### config.mk
export PLATFORM = sky130hd
export DESIGN_NAME = spi_port
export DESIGN_NICKNAME = d
export VERILOG_FILES = /design/src/spi_port_pkg.sv /design/src/spi_port.sv
export VERILOG_INCLUDE_DIRS = /design/src
export SDC_FILE = /design/constraint.sdc
export NUM_CORES = 1
export LEC_CHECK = 0
export BUFFER_PORTS_ARGS = -buffer_cell sky130_fd_sc_hd__buf_2
export CORE_UTILIZATION = 53
export DETAILED_ROUTE_END_ITERATION = 10
export GPL_TIMING_DRIVEN = 0
export PLACE_DENSITY = 0.84
export RECOVER_POWER = 25
export REMOVE_ABC_BUFFERS = 1
export SYNTH_ARGS = -nofsm -noshare
export SYNTH_HDL_FRONTEND = slang
export SYNTH_SLANG_ARGS = --single-unit
export TNS_END_PERCENT = 100
### constraint.sdc
create_clock -name clk_sys -period 1.9 [get_ports clk_sys]
set_input_delay 0.38 -clock clk_sys [delete_from_list [all_inputs] [get_ports clk_sys]]
set_output_delay 0.38 -clock clk_sys [all_outputs]
set_load 0.05 [all_outputs]
### src/spi_port_defines.svh
// Register offsets, field positions and reset values of the serial port
`ifndef SPI_PORT_DEFINES_SVH
`define SPI_PORT_DEFINES_SVH
`define CTRL_ADDR   2'h0
`define STAT_ADDR   2'h1
`define DATA_ADDR   2'h2
`define IE_BIT      7
`define EN_BIT      6
`define ORD_BIT     5
`define ROLE_BIT    4
`define CLOCK_POLARITY_BIT_BIT    3
`define CLOCK_PHASE_BIT_BIT    2
`define DONE_BIT    7
`define WRITE_COLLISION_FLAG_BIT    6
`define DBL_BIT     0
`define CTRL_RST    8'h00
`define DATA_RST    8'h00
`define LAST_BIT    3'h7
`define LAST_EDGE   4'hf
`define SYNC_RST    4'hf
`endif

### src/spi_port_pkg.sv
// Types shared by the serial port design
package spi_port_pkg;
  typedef enum logic [1:0] {
    ROLE_OFF,
    ROLE_MASTER,
    ROLE_SLAVE_IDLE,
    ROLE_SLAVE_ACTIVE
  } port_role_t;
  typedef logic [1:0] reg_addr_t;
endpackage

### src/spi_port.sv
// Byte-wide serial port, master or slave, with control/status/data registers
//
// Function
// - Selected slave active; data-out drives if enabled
// - Deselected slave: all pins input, ignore data
// - Select high resets slave bit counter, shifter
// - Master with select output: select ignored
// - Master, select input low: drop to slave
// - That mode fault also sets done flag
// - Role bit stays cleared until software rewrites
// - Interrupt enable gates done flag onto request
// - Port enable required for any transfer
// - Bit order: one LSB first, zero MSB
// - Role bit one master, zero slave
// - Polarity sets clock idle level
// - Phase picks sampling on leading or trailing
// - Rate bits divide clock 4..128, ignored slave
// - Done flag cleared by vector or status-data
// - Data write mid-transfer sets collision flag
// - Status bits five to one read zero
// - Double-rate bit halves master divider
// - Data write starts; data read returns buffer
// - Drive and capture on opposite clock edges
// - Master shifts eight bits then stops clock
// - Transmit single, receive double buffered
// - Deselected slave keeps data-out off
//
// Decided for this implementation: the strobed register port and the placing of the registers.
`timescale 1ns/1ps
`default_nettype none
`include "spi_port_defines.svh"

module spi_port (
  input  wire logic       clk_sys,
  input  wire logic       rstn,
  input  wire logic       clk_en,
  input  wire logic [1:0] reg_addr,
  input  wire logic [7:0] reg_wdata,
  input  wire logic       reg_wr,
  input  wire logic       reg_rd,
  output var  logic [7:0] reg_rdata,
  input  wire logic       global_irq_en,
  input  wire logic       irq_ack,
  output var  logic       irq_req,
  input  wire logic       dir_sck,
  input  wire logic       dir_mosi,
  input  wire logic       dir_miso,
  input  wire logic       dir_ss,
  input  wire logic       ss_n_in,
  input  wire logic       sck_in,
  output var  logic       sck_out,
  output var  logic       sck_oe,
  input  wire logic       mosi_in,
  output var  logic       mosi_out,
  output var  logic       mosi_oe,
  input  wire logic       miso_in,
  output var  logic       miso_out,
  output var  logic       miso_oe
);

  // ==========================================================
  // Helpers
  function automatic logic [6:0] half_period(input logic dbl, input logic [1:0] rate);
    case ({dbl, rate})
      3'h0:    half_period = 7'h02;
      3'h1:    half_period = 7'h08;
      3'h2:    half_period = 7'h20;
      3'h3:    half_period = 7'h40;
      3'h4:    half_period = 7'h01;
      3'h5:    half_period = 7'h04;
      3'h6:    half_period = 7'h10;
      default: half_period = 7'h20;
    endcase
  endfunction

  function automatic logic head_bit(input logic [7:0] v, input logic lsb_first);
    head_bit = lsb_first ? v[0] : v[7];
  endfunction

  function automatic logic [7:0] shift_in(input logic [7:0] v, input logic b,
                                          input logic lsb_first);
    shift_in = lsb_first ? {b, v[7:1]} : {v[6:0], b};
  endfunction

  // ==========================================================
  // State
  logic [7:0] ctrl_reg;
  logic       done_reg;
  logic       write_collision_flag_reg;
  logic       dbl_reg;
  logic       clr_arm_reg;
  logic [7:0] shift_reg;
  logic [7:0] tx_reg;
  logic [7:0] rx_buf_reg;
  logic       out_bit_reg;
  logic [3:0] sync1_reg;
  logic [3:0] sync2_reg;
  logic       sck_prev_reg;
  logic       busy_reg;
  logic [6:0] div_cnt_reg;
  logic [3:0] edge_cnt_reg;
  logic       sck_reg;
  logic [2:0] bit_cnt_reg;
  logic       mid_byte_reg;

  logic       en, master, clock_polarity_bit, clock_phase_bit, lsb_first, ss_low, mode_fault;
  logic       slave_act, wr_data, rd_data, wr_ctrl, wr_stat, rd_stat;
  logic       data_acc, xfer_on, start, tick, m_lead, s_edge, s_lead;
  logic       edge_ev, lead, sample_ev, setup_ev, in_bit, done_ev, quiet;
  logic [6:0] half;
  spi_port_pkg::port_role_t role;

  // ==========================================================
  // Decode
  assign en        = ctrl_reg[`EN_BIT];
  assign master    = ctrl_reg[`ROLE_BIT];
  assign clock_polarity_bit      = ctrl_reg[`CLOCK_POLARITY_BIT_BIT];
  assign clock_phase_bit      = ctrl_reg[`CLOCK_PHASE_BIT_BIT];
  assign lsb_first = ctrl_reg[`ORD_BIT];
  assign ss_low    = !sync2_reg[3];
  assign mode_fault = en && master && !dir_ss && ss_low;
  assign slave_act = en && !master && ss_low;
  assign role = !en ? spi_port_pkg::ROLE_OFF :
                master ? spi_port_pkg::ROLE_MASTER :
                ss_low ? spi_port_pkg::ROLE_SLAVE_ACTIVE : spi_port_pkg::ROLE_SLAVE_IDLE;
  assign wr_data  = reg_wr && reg_addr == `DATA_ADDR;
  assign rd_data  = reg_rd && reg_addr == `DATA_ADDR;
  assign wr_ctrl  = reg_wr && reg_addr == `CTRL_ADDR;
  assign wr_stat  = reg_wr && reg_addr == `STAT_ADDR;
  assign rd_stat  = reg_rd && reg_addr == `STAT_ADDR;
  assign data_acc = wr_data || rd_data;
  assign xfer_on  = busy_reg || (slave_act && mid_byte_reg);
  assign start    = wr_data && en && master && !busy_reg && !mode_fault;
  assign half     = half_period(dbl_reg, ctrl_reg[1:0]);
  assign tick     = busy_reg && div_cnt_reg == half - 7'h01;
  assign m_lead   = !edge_cnt_reg[0];
  // Stage-two sample against its own delayed copy; fast clocks alias
  assign s_edge   = slave_act && sync2_reg[2] != sck_prev_reg;
  assign s_lead   = sync2_reg[2] != clock_polarity_bit;
  assign edge_ev  = master ? tick : s_edge;
  assign lead     = master ? m_lead : s_lead;
  assign sample_ev = edge_ev && (lead ^ clock_phase_bit);
  assign setup_ev  = edge_ev && !(lead ^ clock_phase_bit);
  assign in_bit   = master ? sync2_reg[0] : sync2_reg[1];
  assign done_ev  = sample_ev && bit_cnt_reg == `LAST_BIT;
  assign quiet    = !en || mode_fault || (!master && !ss_low);

  // ==========================================================
  // Pin synchronisers
  always_ff @(posedge clk_sys or negedge rstn) begin
    if (!rstn) begin
      sync1_reg    <= `SYNC_RST;
      sync2_reg    <= `SYNC_RST;
      // Matches the preset stage so no false edge follows reset
      sck_prev_reg <= 1'b1;
    end else if (clk_en) begin
      sync1_reg    <= {ss_n_in, sck_in, mosi_in, miso_in};
      sync2_reg    <= sync1_reg;
      sck_prev_reg <= sync2_reg[2];
    end
  end

  // ==========================================================
  // Control register
  always_ff @(posedge clk_sys or negedge rstn) begin
    if (!rstn) begin
      ctrl_reg <= `CTRL_RST;
      dbl_reg  <= 1'b0;
    end else if (clk_en) begin
      if (wr_ctrl) begin
        ctrl_reg <= reg_wdata;
      end
      // Fault overrides a same-cycle write to avoid bus contention
      if (mode_fault) begin
        ctrl_reg[`ROLE_BIT] <= 1'b0;
      end
      if (wr_stat) begin
        dbl_reg <= reg_wdata[`DBL_BIT];
      end
    end
  end

  // ==========================================================
  // Master clock generator
  always_ff @(posedge clk_sys or negedge rstn) begin
    if (!rstn) begin
      busy_reg     <= 1'b0;
      div_cnt_reg  <= 7'h00;
      edge_cnt_reg <= 4'h0;
      sck_reg      <= 1'b0;
    end else if (clk_en) begin
      if (start) begin
        busy_reg     <= 1'b1;
        div_cnt_reg  <= 7'h00;
        edge_cnt_reg <= 4'h0;
        sck_reg      <= clock_polarity_bit;
      end else if (!busy_reg || mode_fault || !en) begin
        busy_reg <= 1'b0;
        sck_reg  <= clock_polarity_bit;
      end else if (tick) begin
        div_cnt_reg  <= 7'h00;
        sck_reg      <= !sck_reg;
        edge_cnt_reg <= edge_cnt_reg + 4'h1;
        if (edge_cnt_reg == `LAST_EDGE) begin
          busy_reg <= 1'b0;
        end
      end else begin
        div_cnt_reg <= div_cnt_reg + 7'h01;
      end
    end
  end

  // ==========================================================
  // Shift engine, shared by both roles
  always_ff @(posedge clk_sys or negedge rstn) begin
    if (!rstn) begin
      shift_reg    <= `DATA_RST;
      tx_reg       <= `DATA_RST;
      rx_buf_reg   <= `DATA_RST;
      out_bit_reg  <= 1'b0;
      bit_cnt_reg  <= 3'h0;
      mid_byte_reg <= 1'b0;
    end else if (clk_en) begin
      if (wr_data && !xfer_on) begin
        // Only one transmit byte: a write mid-byte is dropped
        shift_reg   <= reg_wdata;
        tx_reg      <= reg_wdata;
        out_bit_reg <= head_bit(reg_wdata, lsb_first);
        if (quiet) begin
          // Select release in the same cycle still clears the count
          bit_cnt_reg  <= 3'h0;
          mid_byte_reg <= 1'b0;
        end
      end else if (quiet) begin
        bit_cnt_reg  <= 3'h0;
        mid_byte_reg <= 1'b0;
        if (mid_byte_reg) begin
          shift_reg   <= tx_reg;
          out_bit_reg <= head_bit(tx_reg, lsb_first);
        end
      end else if (sample_ev) begin
        shift_reg    <= shift_in(shift_reg, in_bit, lsb_first);
        bit_cnt_reg  <= bit_cnt_reg + 3'h1;
        mid_byte_reg <= !done_ev;
        if (done_ev) begin
          rx_buf_reg <= shift_in(shift_reg, in_bit, lsb_first);
        end
      end else if (setup_ev) begin
        out_bit_reg <= head_bit(shift_reg, lsb_first);
      end
    end
  end

  // ==========================================================
  // Status flags; a setting event wins over a clear
  always_ff @(posedge clk_sys or negedge rstn) begin
    if (!rstn) begin
      done_reg    <= 1'b0;
      write_collision_flag_reg    <= 1'b0;
      clr_arm_reg <= 1'b0;
    end else if (clk_en) begin
      if (done_ev || mode_fault) begin
        done_reg <= 1'b1;
      end else if (irq_ack || (clr_arm_reg && data_acc)) begin
        done_reg <= 1'b0;
      end
      if (wr_data && xfer_on) begin
        write_collision_flag_reg <= 1'b1;
      end else if (clr_arm_reg && data_acc) begin
        write_collision_flag_reg <= 1'b0;
      end
      if (rd_stat) begin
        clr_arm_reg <= done_reg || write_collision_flag_reg;
      end else if (data_acc) begin
        clr_arm_reg <= 1'b0;
      end
    end
  end

  // ==========================================================
  // Read port and pin drivers
  always_ff @(posedge clk_sys or negedge rstn) begin
    if (!rstn) begin
      reg_rdata <= 8'h00;
    end else if (clk_en) begin
      reg_rdata <= 8'h00;
      if (reg_rd) begin
        case (reg_addr)
          `CTRL_ADDR: reg_rdata <= ctrl_reg;
          `STAT_ADDR: reg_rdata <= {done_reg, write_collision_flag_reg, 5'h00, dbl_reg};
          `DATA_ADDR: reg_rdata <= rx_buf_reg;
          default:    reg_rdata <= 8'h00;
        endcase
      end
    end
  end

  always_ff @(posedge clk_sys or negedge rstn) begin
    if (!rstn) begin
      sck_oe  <= 1'b0;
      mosi_oe <= 1'b0;
      miso_oe <= 1'b0;
      irq_req <= 1'b0;
    end else if (clk_en) begin
      sck_oe  <= role == spi_port_pkg::ROLE_MASTER && !mode_fault && dir_sck;
      mosi_oe <= role == spi_port_pkg::ROLE_MASTER && !mode_fault && dir_mosi;
      miso_oe <= role == spi_port_pkg::ROLE_SLAVE_ACTIVE && dir_miso;
      irq_req <= done_reg && ctrl_reg[`IE_BIT] && global_irq_en;
    end
  end

  assign sck_out  = sck_reg;
  assign mosi_out = out_bit_reg;
  assign miso_out = out_bit_reg;
endmodule // spi_port

`default_nettype wire

# --- Yosys cells after proc, flatten, opt, wreduce, memory -nomap -nowiden ---
# Cells that the tools add are included.
classes:
  add_sub_neg: 4
  eq_ne: 18
  n_mux: 51
  bitwise_logic: 3
  reduce_logical: 77
op_table:
  columns: ["cell", "count"]
  rows:
  - ["two-way mux 8 bit", 6]
  - ["case mux 7 bit (6 select lines)", 1]
  - ["logical AND 1 bit", 30]
  - ["two-way mux 1 bit", 30]
  - ["case mux 8 bit (3 select lines)", 1]
  - ["two-way mux 7 bit", 3]
  - ["AND reduction 2 bit", 9]
  - ["== test 3 bit (second input constant)", 4]
  - ["two-way mux 3 bit", 4]
  - ["two-way mux 4 bit", 3]
  - ["AND reduction 3 bit", 4]
  - ["nonzero test 2 bit", 6]
  - ["nonzero test 3 bit", 4]
  - ["zero test 1 bit", 11]
  - ["logical OR 1 bit", 9]
  - ["adder 7 x 1 -> 7 bit (second input constant)", 1]
  - ["== test 7 bit", 1]
  - ["subtractor 7 x 1 -> 7 bit (second input constant)", 1]
  - ["two-way mux 5 bit", 1]
  - ["AND reduction 5 bit", 1]
  - ["adder 4 x 1 -> 4 bit (second input constant)", 1]
  - ["== test 2 x 1 -> 1 bit (second input constant)", 2]
  - ["== test 2 bit (second input constant)", 2]
  - ["== test 4 bit (second input constant)", 1]
  - ["other kinds (13)", 17]
word_totals:
  reg_bits: 75
  output_inout_bits: 15
  word_cells: 177

# --- Longest topological paths before layout ---
# Gate-level depths: netlist of run 1.
depth:
  depth_word: 12
  ltp_mapped: 9
  depth_no_buf: 7

# --- Least setup slack after synthesis of run 1 ---
# Ideal clock, no wire load.
synth_path:
  kind: "register -> register"
  startpoint: "register div_cnt_reg[1]"
  endpoint: "register shift_reg[0]"
  setup_time_ns: 0.125
  arrival_time_ns: 1.997
  required_time_ns: 1.775
  setup_slack_ns: -0.222
  stages_incl_launch_ff: 9
  period_less_slack_ns: 2.122
  cell_sequence: "dfrtp_1 > xor2_1 > o31a_1 > nor4_4 > nand3_1 > o221ai_1 > o311a_1 > buf_4 > mux2_2"
synth_via:
  elab_chain_cells: 6
synth_rtl:
  columns: ["item", "line", "rtl"]
  rows:
  - ["from (decl)", "spi_port.sv:100", "logic [6:0] div_cnt_reg;"]
  - ["from (signal assigned)", "spi_port.sv:208", "div_cnt_reg <= div_cnt_reg + 7'h01;"]
  - ["== test 7 bit", "spi_port.sv:135", "assign tick = busy_reg && div_cnt_reg == half - 7'h01;"]
  - ["logical AND 1 bit", "spi_port.sv:135", null]
  - ["two-way mux 1 bit", "spi_port.sv:140", "assign edge_ev = master ? tick : s_edge;"]
  - ["logical AND 1 bit", "spi_port.sv:142", "assign sample_ev = edge_ev && (lead ^ clock_phase_bit);"]
  - ["nonzero test 3 bit (no source line)", null, null]
  - ["AND reduction 3 bit (no source line)", null, null]
  - ["to (signal assigned)", "spi_port.sv:217", "shift_reg <= `DATA_RST;"]
  - ["to (signal assigned)", "spi_port.sv:226", "shift_reg <= reg_wdata;"]
  - ["to (signal assigned)", "spi_port.sv:238", "shift_reg <= tx_reg;"]
  - ["to (decl)", "spi_port.sv:92", "logic [7:0] shift_reg;"]
# No other way between the ends.
# A chain may end at the register's enable or synchronous reset.

# --- Worst setup path in the final report of run 1 ---
layout_path:
  startpoint: "register ctrl_reg[0]"
  endpoint: "register bit_cnt_reg[0]"
layout_via:
  elab_chain_cells: 9
layout_rtl:
  columns: ["item", "line", "rtl"]
  rows:
  - ["from (decl)", "spi_port.sv:87", "logic [7:0] ctrl_reg;"]
  - ["from (signal assigned)", "spi_port.sv:167", "ctrl_reg <= `CTRL_RST;"]
  - ["from (signal assigned)", "spi_port.sv:171", "ctrl_reg <= reg_wdata;"]
  - ["== test 3 bit (tied with other cells)", "spi_port.sv:64", "case ({dbl, rate})"]
  - ["case mux 7 bit (6 select lines) (*)", "spi_port.sv:64", null]
  - ["subtractor 7 x 1 -> 7 bit (*)", "spi_port.sv:135", null]
  - ["== test 7 bit (*)", "spi_port.sv:135", null]
  - ["logical AND 1 bit (*)", "spi_port.sv:135", null]
  - ["two-way mux 1 bit (*)", "spi_port.sv:140", null]
  - ["logical AND 1 bit (*)", "spi_port.sv:142", null]
  - ["nonzero test 2 bit (no source line) (*)", null, null]
  - ["AND reduction 3 bit (no source line) (*)", null, null]
  - ["to (signal assigned)", "spi_port.sv:243", "bit_cnt_reg <= bit_cnt_reg + 3'h1;"]
  - ["to (decl)", "spi_port.sv:103", "logic [2:0] bit_cnt_reg;"]
# Mark *: on every way between the ends. The rest lies on a longest branch, timed or not.

==> flow_summary.ini, run 1 <==
[outcome]
status = finished with violations
violations = negative setup slack

[critical_path]
crit_arrival_ns = 2.53
worstSetupPathType = register to register
crit_slowest_cell = dfrtp_1
crit_chain = buf_4 -> or2b_1 -> nor2_1 -> o311a_1 -> o211ai_1 -> a21boi_1 -> and3_1 -> mux2_2
startpoint = ctrl_reg[0]
max_stage_delay_ns = 0.42
path_max_fanout = 4
required_ns = 2.15
endpoint_kind = register
r2r.worst_path.cells = 8
start_kind = register
r2r-start = ctrl_reg[0]
rr_endpoint = bit_cnt_reg[0]
crit_end = bit_cnt_reg[0]
timing.reg2reg.setup_slack_ns = -0.38

[hold_path]
hold_class = input pin to register

[synth]
synth-main-ff-cell = dfrtp_1
synth-edff-count = 0
synth_top_area_frac = 0.420
synthCells = 377
synth_area_leaders = dfrtp_1 (42%), mux2_2 (10%), mux2i_1 (7.6%)
ys_warn_count = 0
yosysSeqAreaShare = 0.480
synth-seq-cells = 75
syn_area_per_cell_um2 = 10.4
ys_types = 58
yosys.area.top_type = dfrtp_1
synth_common_cells = dfrtp_1 (66), mux2_2 (36), mux2i_1 (30), nor2_1 (29), inv_1 (25)
synth_most_common_cell = dfrtp_1
synth_area_um2 = 3940
async_reset_ff_frac = 1.00

[cts]
ctsLongestPathBuffers = 2
cts_buffers = 9
cts_sinks = 75
insertion_delay_ns = 0.36
path_clk_slew_ns = 0.08
htree_levels = 3
cts-root-buf = clkbuf_8
cts_tree = built

[route]
drc = 0
vias_per_cell = 5.87
antenna_left = 0
num_vias = 3143
dr.first_iter.drc_count = 327
wl_um = 9390
drtPass1Iterations = 5
avgRoutedWirePerCell_um = 17.6

[timing]
grt_setup_unrepaired = true
setup_viol = 43
hold_viol = 0
fmax_ghz = 0.438
slew_viol_final = 0
finalClockSkew_ns = 0.0123
finalCritPeriodShare = 1.20
slew_headroom = 0.545
fin_setup_tns_ns = -9.19
min_period_ns = 2.28
worstMarginPinSlew_ns = 0.682
setup_ws_ns = -0.384

[global_route]
antenna_found_initial = 0
grt_pass1_wl_um = 14800
gr-usage-all-layers = 0.255
grt.overflow.total = 0
grt_max_degree = 75
grt_pass1_vias = 3061

[cells_and_area]
nFillCells = 555
nets = 460
syn_to_final_growth_pct = 20.2
diodes = 0
drive_gt1_frac = 0.335
fin_util = 0.655

[floorplan]
rows = 31
ioPinCount = 40
die_h_um = 88.2
die_w_um = 88.2
core_area_um2 = 7210
die-area_um2 = 7770
start_util = 0.545

[pwr]
p_total_w = 0.00508
leakage_nw = 2.20
cellPowerDensity_nw_per_um2 = 1070
irDropWorstVdd_mv = 0.689

[placement]
gp_congestion = 0.882
place_ws_ns = -1.55
post-dp-hpwl_um = 5800
numPortBuffers = 39

[flow_run]
cap_viol_max_count = 0
[worst max-delay path: cells and delay by family, from the launching register on]
kind | cells | cell delay [ns]
compound gates | 3 | 0.85
buf+inv | 1 | 0.16
flops | 1 | 0.42
mux | 1 | 0.27
simple gates | 3 | 0.46
[metal layers]
metal	share of wire	routed length, um	up-vias	GRT usage
met1	0.43	4030	1534	0.343
li1	-	-	1447	-
met3	0.057	532	31	0.0415
met5	0	0	-	0
met2	0.48	4550	131	0.406
met4	0.029	277	0	0.122
[placed cells by master (no fill, tap or decap), types with 7 or more instances in the layout]
cell type and count:
dfrtp_1 62, a21oi_1 16, clkbuf_8 10, nor2_1 29, mux2_2 35, buf_4 14, buf_2 37, mux2i_1 29
nand3_1 11, inv_1 25, o22ai_1 9, dfstp_2 9, o21ai_0 21, xor2_1 7, nand2_1 22
[power breakdown]
| part | switching [W] | leakage (nW) | internal, W |
|---|---|---|---|
| combinational | 0.000838 | 1.17 | 0.000658 |
| clock | 0.000640 | 0.119 | 0.000791 |
| sequential | 0.000286 | 0.911 | 0.00187 |
| total | 0.00176 | 2.20 | 0.00332 |
[what timing repair did]
action,in CTS,in global routing
resized for setup,24,11
pin swaps,15,10
hold endpoints to repair,1,0
cloned,1,0
hold buffers,1,0
setup buffers,11,7
endpoints found under the setup margin,49,51
[layout make-up]
class                   instances  area (um2)  share of cell area
clock buffers                  10         138              0.0291
well taps                      99         124              0.0262
repair buffers                 59         384              0.0812
multi-input cells             261        2000               0.423
inverters                      25        93.8              0.0198
flip-flops and latches         75        1890               0.400
clock inverters                 6        97.6              0.0206
[stage by stage]
| stage | cells | area (um2) | hold WS (ns) |
|---|---|---|---|
| 2_1_floorplan | 360 | 3850 | 0.0844 |
| 3_3_place_gp | 498 | 4170 | 0.488 |
| 3_5_place_dp | 499 | 4200 | 0.349 |
| 4_1_cts | 528 | 4640 | 0.232 |
| 5_1_grt | 535 | 4730 | 0.241 |
| 6_report | 535 | 4730 | 0.240 |
[worst min path at each step]
| stage | start | end | slack [ns] | cells after the start |
|---|---|---|---|---|
| after CTS | dir_mosi | mosi_oe | 0.23 | 3 |
| after floorplan | rstn | bit_cnt_reg[0] | 0.08 | 0 |
| final | dir_miso | miso_oe | 0.24 | 3 |
| after detailed placement | rstn | sync1_reg[2] | 0.35 | 1 |
| after global placement | bit_cnt_reg[1] | bit_cnt_reg[1] | 0.49 | 1 |
| after global routing | mosi_in | sync1_reg[1] | 0.24 | 2 |
[kinds of logic (layout without fill, tap and decap cells)]
| family | count (synthesis) | count (layout) | share of synthesized area |
|---|---|---|---|
| AO/OA/AOI/OAI | 70 | 71 | 0.108 |
| XOR/XNOR | 12 | 12 | 0.0267 |
| adder cells (fa/ha/maj) | 4 | 4 | 0.0127 |
| buffers and inverters | 42 | 100 | 0.0448 |
| flip-flops | 75 | 75 | 0.480 |
| multiplexers | 66 | 66 | 0.179 |
| AND/OR/NAND/NOR | 108 | 108 | 0.148 |
No activity file was read; power rests on OpenSTA's default activity.
==> run 2: changes to the inputs <==
--- a/config.mk
+++ b/config.mk
@@ -6,6 +6,7 @@
 export SDC_FILE = /design/constraint.sdc
 export NUM_CORES = 1
 export LEC_CHECK = 0
+export ABC_AREA = 1
 export BUFFER_PORTS_ARGS = -buffer_cell sky130_fd_sc_hd__buf_2
 export CORE_UTILIZATION = 53
 export DETAILED_ROUTE_END_ITERATION = 10
==> flow_summary.ini, run 2 <==
[route]
num_vias = 3767
vias_per_cell = 5.61
wl_um = 10200
drtPass1Iterations = 5
drc = 0
dr.first_iter.drc_count = 375
wl_met3_um = 800
wl_met1_um = 4290
antenna_left = 0
top_layer = met4
avgRoutedWirePerCell_um = 15.2
wl_met2_um = 4860

[cts]
cts_sinks = 75
cts_tree = built
insertion_delay_ns = 0.36
htree_levels = 3
cts_buffers = 9
ctsLongestPathBuffers = 2
cts-root-buf = clkbuf_8
path_clk_slew_ns = 0.08

[timing]
slew_headroom = 0.492
fmax_ghz = 0.522
grt_setup_unrepaired = true
slew_viol_final = 0
finalCritPeriodShare = 1.01
hold_viol = 0
min_period_ns = 1.92
worstMarginPinSlew_ns = 0.763
fin_setup_tns_ns = -0.0827
setup_ws_ns = -0.0170
finalClockSkew_ns = 0.00935
setup_viol = 8

[critical_path]
timing.reg2reg.setup_slack_ns = -0.02
crit_buf_inv = 3
worstSetupPathType = register to register
path_max_fanout = 8
crit_arrival_ns = 2.18
startpoint = sync2_reg[3]
crit_family = simple AND/OR/NAND/NOR gates
r2r-start = sync2_reg[3]
required_ns = 2.16
start_kind = register
crit_chain = inv_2 -> nand2_2 -> nor2_4 -> nand2_1 -> nand2_2 -> nor3_4 -> clkinv_4 -> a21oi_4 -> buf_6 -> nand2_2 -> nand2_1 -> nand2_1
endpoint_kind = register
crit_slowest_cell = dfstp_2
max_stage_delay_ns = 0.54
r2r.worst_path.cells = 12
rr_endpoint = miso_out

[synth]
synth-seq-cells = 75
yosys.area.top_type = dfrtp_1
ys_types = 39
synth-main-ff-cell = dfrtp_1
synth-edff-count = 0
synth_common_cells = nand2_1 (183), dfrtp_1 (66), o21ai_0 (50), inv_1 (42), nand3_1 (30)
ys_warn_count = 0
synth_most_common_cell = nand2_1
syn_area_per_cell_um2 = 7.81
yosysSeqAreaShare = 0.476
synthCells = 508
async_reset_ff_frac = 1.00
synth_top_area_frac = 0.416
synth_area_um2 = 3970
synth_area_leaders = dfrtp_1 (42%), nand2_1 (17%), o21ai_0 (6.3%)

[placement]
numPortBuffers = 39
place_ws_ns = -0.627
gp_congestion = 0.920
dpl.cell_count = 628
post-dp-hpwl_um = 6440

[pwr]
leakage_nw = 2.44
cellPowerDensity_nw_per_um2 = 1070
irDropWorstVdd_mv = 0.504

[global_route]
antenna_found_initial = 0
grt_pass1_vias = 3361
grt_pass1_wl_um = 15900
grt.overflow.total = 0
gr-usage-all-layers = 0.272
grt_max_degree = 49

[outcome]
violations = negative setup slack
status = finished with violations

[flow_run]
cap_viol_max_count = 0

[cells_and_area]
final_cell_mix = nand2_1 (174), dfrtp_1 (61), o21ai_0 (48)
nFillCells = 590
layout_commonest_cell = nand2_1
diodes = 0
final_cells = 671
syn_to_final_growth_pct = 21.0
drive_gt1_frac = 0.240
nets = 596

[hold_path]
hold_end = sync1_reg[1]
hold_class = input pin to register
whs_path_depth = 3
worstHoldStart = mosi_in

[floorplan]
ioPinCount = 40
core_area_um2 = 7250
rows = 31
die_h_um = 88.5
die-area_um2 = 7840
start_util = 0.547
die_w_um = 88.5
-- run 2: cell count changes after synthesis, moves of 7 or more --
cell | previous run | this run
nand2_1 | 23 | 183
mux2_2 | 36 | 0
mux2i_1 | 30 | 0
o21ai_0 | 22 | 50
nand3_1 | 12 | 30
inv_1 | 25 | 42
nand4_1 | 2 | 13
o22ai_1 | 9 | 2
-- run 2: worst min-delay path, stage by stage --
cell	delay [ns]
buf_2	0.09
nand2_1	0.05
nand2_1	0.05
-- run 2: worst max path at each step --
stage                               end  slack, ns  cells after the start
after floorplan            shift_reg[2]      0.004                     11
after global placement     shift_reg[3]      -0.57                      6
after detailed placement   shift_reg[3]      -0.63                      6
after CTS                 rx_buf_reg[7]     -0.008                     10
after global routing       shift_reg[3]      -0.12                      9
final                          miso_out      -0.02                     12
-- run 2: cells by family after synthesis --
family / share of synthesized area
AO/OA/AOI/OAI: 0.131
XOR/XNOR: 0.00883
adder cells (fa/ha/maj): 0.0126
buffers and inverters: 0.0713
flip-flops: 0.476
AND/OR/NAND/NOR: 0.301
-- run 2: final cells by class --
type,instances,area (um2),area share
Timing Repair Buffer,66,423,0.0881
Inverter,46,189,0.0394
Tap cell,99,124,0.0258
Clock buffer,10,138,0.0287
Multi-Input combinational cell,368,1890,0.394
Timing Repair inverter,1,5.00,0.00104
Sequential cell,75,1890,0.395
Clock inverter,6,136,0.0284
-- run 2: power breakdown --
part           total, W  internal [W]  switching (W)
Clock           0.00166       0.00104       0.000616
Combinational   0.00140      0.000463       0.000933
Sequential      0.00209       0.00186       0.000232
-- run 2: layer usage --
metal	vias up	GRT usage
met5	-	0
met4	0	0.136
met3	33	0.0476
met2	196	0.415
met1	1759	0.375
li1	1779	-
-- run 2: metrics by stage --
step	cell area, um2	util	hold WS [ns]	total power (W)
after CTS	4580	0.631	0.205	0.00495
after global routing	4800	0.662	0.229	0.00540
after floorplan	3860	-	0.0844	0.00288
final	4800	0.662	0.209	0.00514
after detailed placement	4210	0.580	0.333	0.00325
after global placement	4180	0.576	0.450	0.00320
-- run 2: what timing repair did --
action,in CTS,in global routing
hold buffers,1,0
resized for setup,11,31
endpoints found under the hold margin,27,0
pin swaps,2,14
gates cloned,1,0
setup endpoints to repair,37,38
buffers inserted,6,19
==> run 3: changes to the inputs <==
--- a/config.mk
+++ b/config.mk
@@ -14,6 +14,7 @@
 export PLACE_DENSITY = 0.84
 export RECOVER_POWER = 25
 export REMOVE_ABC_BUFFERS = 1
+export SETUP_SLACK_MARGIN = 0.02
 export SYNTH_ARGS = -nofsm -noshare
 export SYNTH_HDL_FRONTEND = slang
 export SYNTH_SLANG_ARGS = --single-unit
==> flow_summary.ini, run 3 (same netlist as run 2, synthesis figures left out) <==
[cts]
cts_tree = built
cts-root-buf = clkbuf_8
ctsLongestPathBuffers = 2
cts_buffers = 9
cts_sinks = 75
htree_levels = 3
insertion_delay_ns = 0.36
path_clk_slew_ns = 0.08

[route]
avgRoutedWirePerCell_um = 15.1
dr.first_iter.drc_count = 401
antenna_left = 0
drtPass1Iterations = 5
wl_um = 10100
num_vias = 3776
drc = 0
vias_per_cell = 5.63

[placement]
post-dp-hpwl_um = 6440
place_ws_ns = -0.627
numPortBuffers = 39
gp_congestion = 0.920

[cells_and_area]
drive_gt1_frac = 0.253
syn_to_final_growth_pct = 21.3
layout_commonest_cell = nand2_1
final_cell_mix = nand2_1 (167), dfrtp_1 (61), o21ai_0 (47)
diodes = 0
nets = 596

[critical_path]
worstSetupPathType = register to register
crit_arrival_ns = 2.15
timing.reg2reg.setup_slack_ns = -0.006
required_ns = 2.15
start_kind = register
endpoint_kind = register
max_stage_delay_ns = 0.58
crit_buf_inv = 2
crit_family = flip-flops
crit_slowest_cell = dfstp_1
worst_path_most_repeated_cell = xor2_1
crit_chain = xor2_1 -> o21ai_1 -> xor2_1 -> inv_1 -> nand2_4 -> nand3_4 -> buf_4 -> nand3_1 -> nand2_1
path_max_fanout = 5

[floorplan]
core_area_um2 = 7250
die-area_um2 = 7840
ioPinCount = 40
start_util = 0.547
die_h_um = 88.5
rows = 31
die_w_um = 88.5

[global_route]
gr-usage-all-layers = 0.272
grt_pass1_wl_um = 15900
grt_max_degree = 49
antenna_found_initial = 0
grt_pass1_vias = 3383
grt.overflow.total = 0

[timing]
fmax_ghz = 0.525
setup_ws_ns = -0.00627
setup_viol = 1
worstMarginPinSlew_ns = 0.766
slew_headroom = 0.489
finalCritPeriodShare = 1.00
finalClockSkew_ns = 0.00991
slew_viol_final = 0
min_period_ns = 1.91
grt_setup_unrepaired = true
hold_viol = 0
fin_hold_ws_ns = 0.212

[pwr]
irDropWorstVdd_mv = 0.542
p_total_w = 0.00515
leakage_nw = 2.44
cellPowerDensity_nw_per_um2 = 1070

[hold_path]
hold_class = input pin to register

[flow_run]
cap_viol_max_count = 0

[outcome]
status = finished with violations
violations = negative setup slack
run 3: changes by cell type in the layout (fill, tap and decap cells not counted), sizes merged:
cell    change
inv         +3
clkbuf      -1
clkinv      -2
run 3: area by class of cell:
type	count	area, um2
flip-flops and latches	75	1890
multi-input cells	368	1900
inverters	46	189
fillers	582	2440
well taps	99	124
clock buffers	10	138
repair inverters	2	11.3
clock inverters	6	136
repair buffers	65	418
run 3: worst min-delay path, cell delays in order:
cell,delay [ns]
buf_2,0.09
nand2_1,0.05
nand2_1,0.05
run 3: final timing paths:
kind                              start             end  cells after the start
setup / recovery           sync2_reg[2]    shift_reg[2]                      9
hold / removal                  mosi_in    sync1_reg[1]                      3
setup reg to reg           sync2_reg[2]    shift_reg[2]                      9
hold reg to reg            sync1_reg[2]    sync1_reg[2]                      2
max in group asynchronous          rstn    sync1_reg[0]                      3
min in group asynchronous          rstn  div_cnt_reg[0]                      2
run 3: power by group:
part           total, W  leakage, nW  internal (W)  switching, W
registers       0.00208        0.929       0.00186      0.000228
clock network   0.00165        0.133       0.00104      0.000608
logic           0.00142         1.38      0.000482      0.000937
run 3: metal layers:
layer | vias up | part of all wire | track usage
li1 | 1777 | - | -
met1 | 1759 | 0.42 | 0.371
met2 | 192 | 0.46 | 0.414
met3 | 48 | 0.077 | 0.0504
met4 | 0 | 0.044 | 0.145
met5 | - | 0 | 0
run 3: stage by stage:
| step | util | std cells | instance area [um2] | setup TNS [ns] |
|---|---|---|---|---|
| after floorplan | - | 489 | 3860 | 0 |
| after global placement | 0.576 | 627 | 4180 | -14.60 |
| after detailed placement | 0.580 | 628 | 4210 | -17.10 |
| after CTS | 0.634 | 654 | 4600 | 0 |
| after global routing | 0.664 | 671 | 4810 | -1.46 |
| final | 0.664 | 671 | 4810 | -0.00627 |
run 3: repair_timing:
item | CTS | global route
endpoints found under the hold margin | 27 | 0
setup buffers | 8 | 16
hold buffers | 1 | 0
gates resized for setup | 12 | 37
endpoints found under the setup margin | 38 | 39
pin swaps | 2 | 11
cloned | 1 | 1
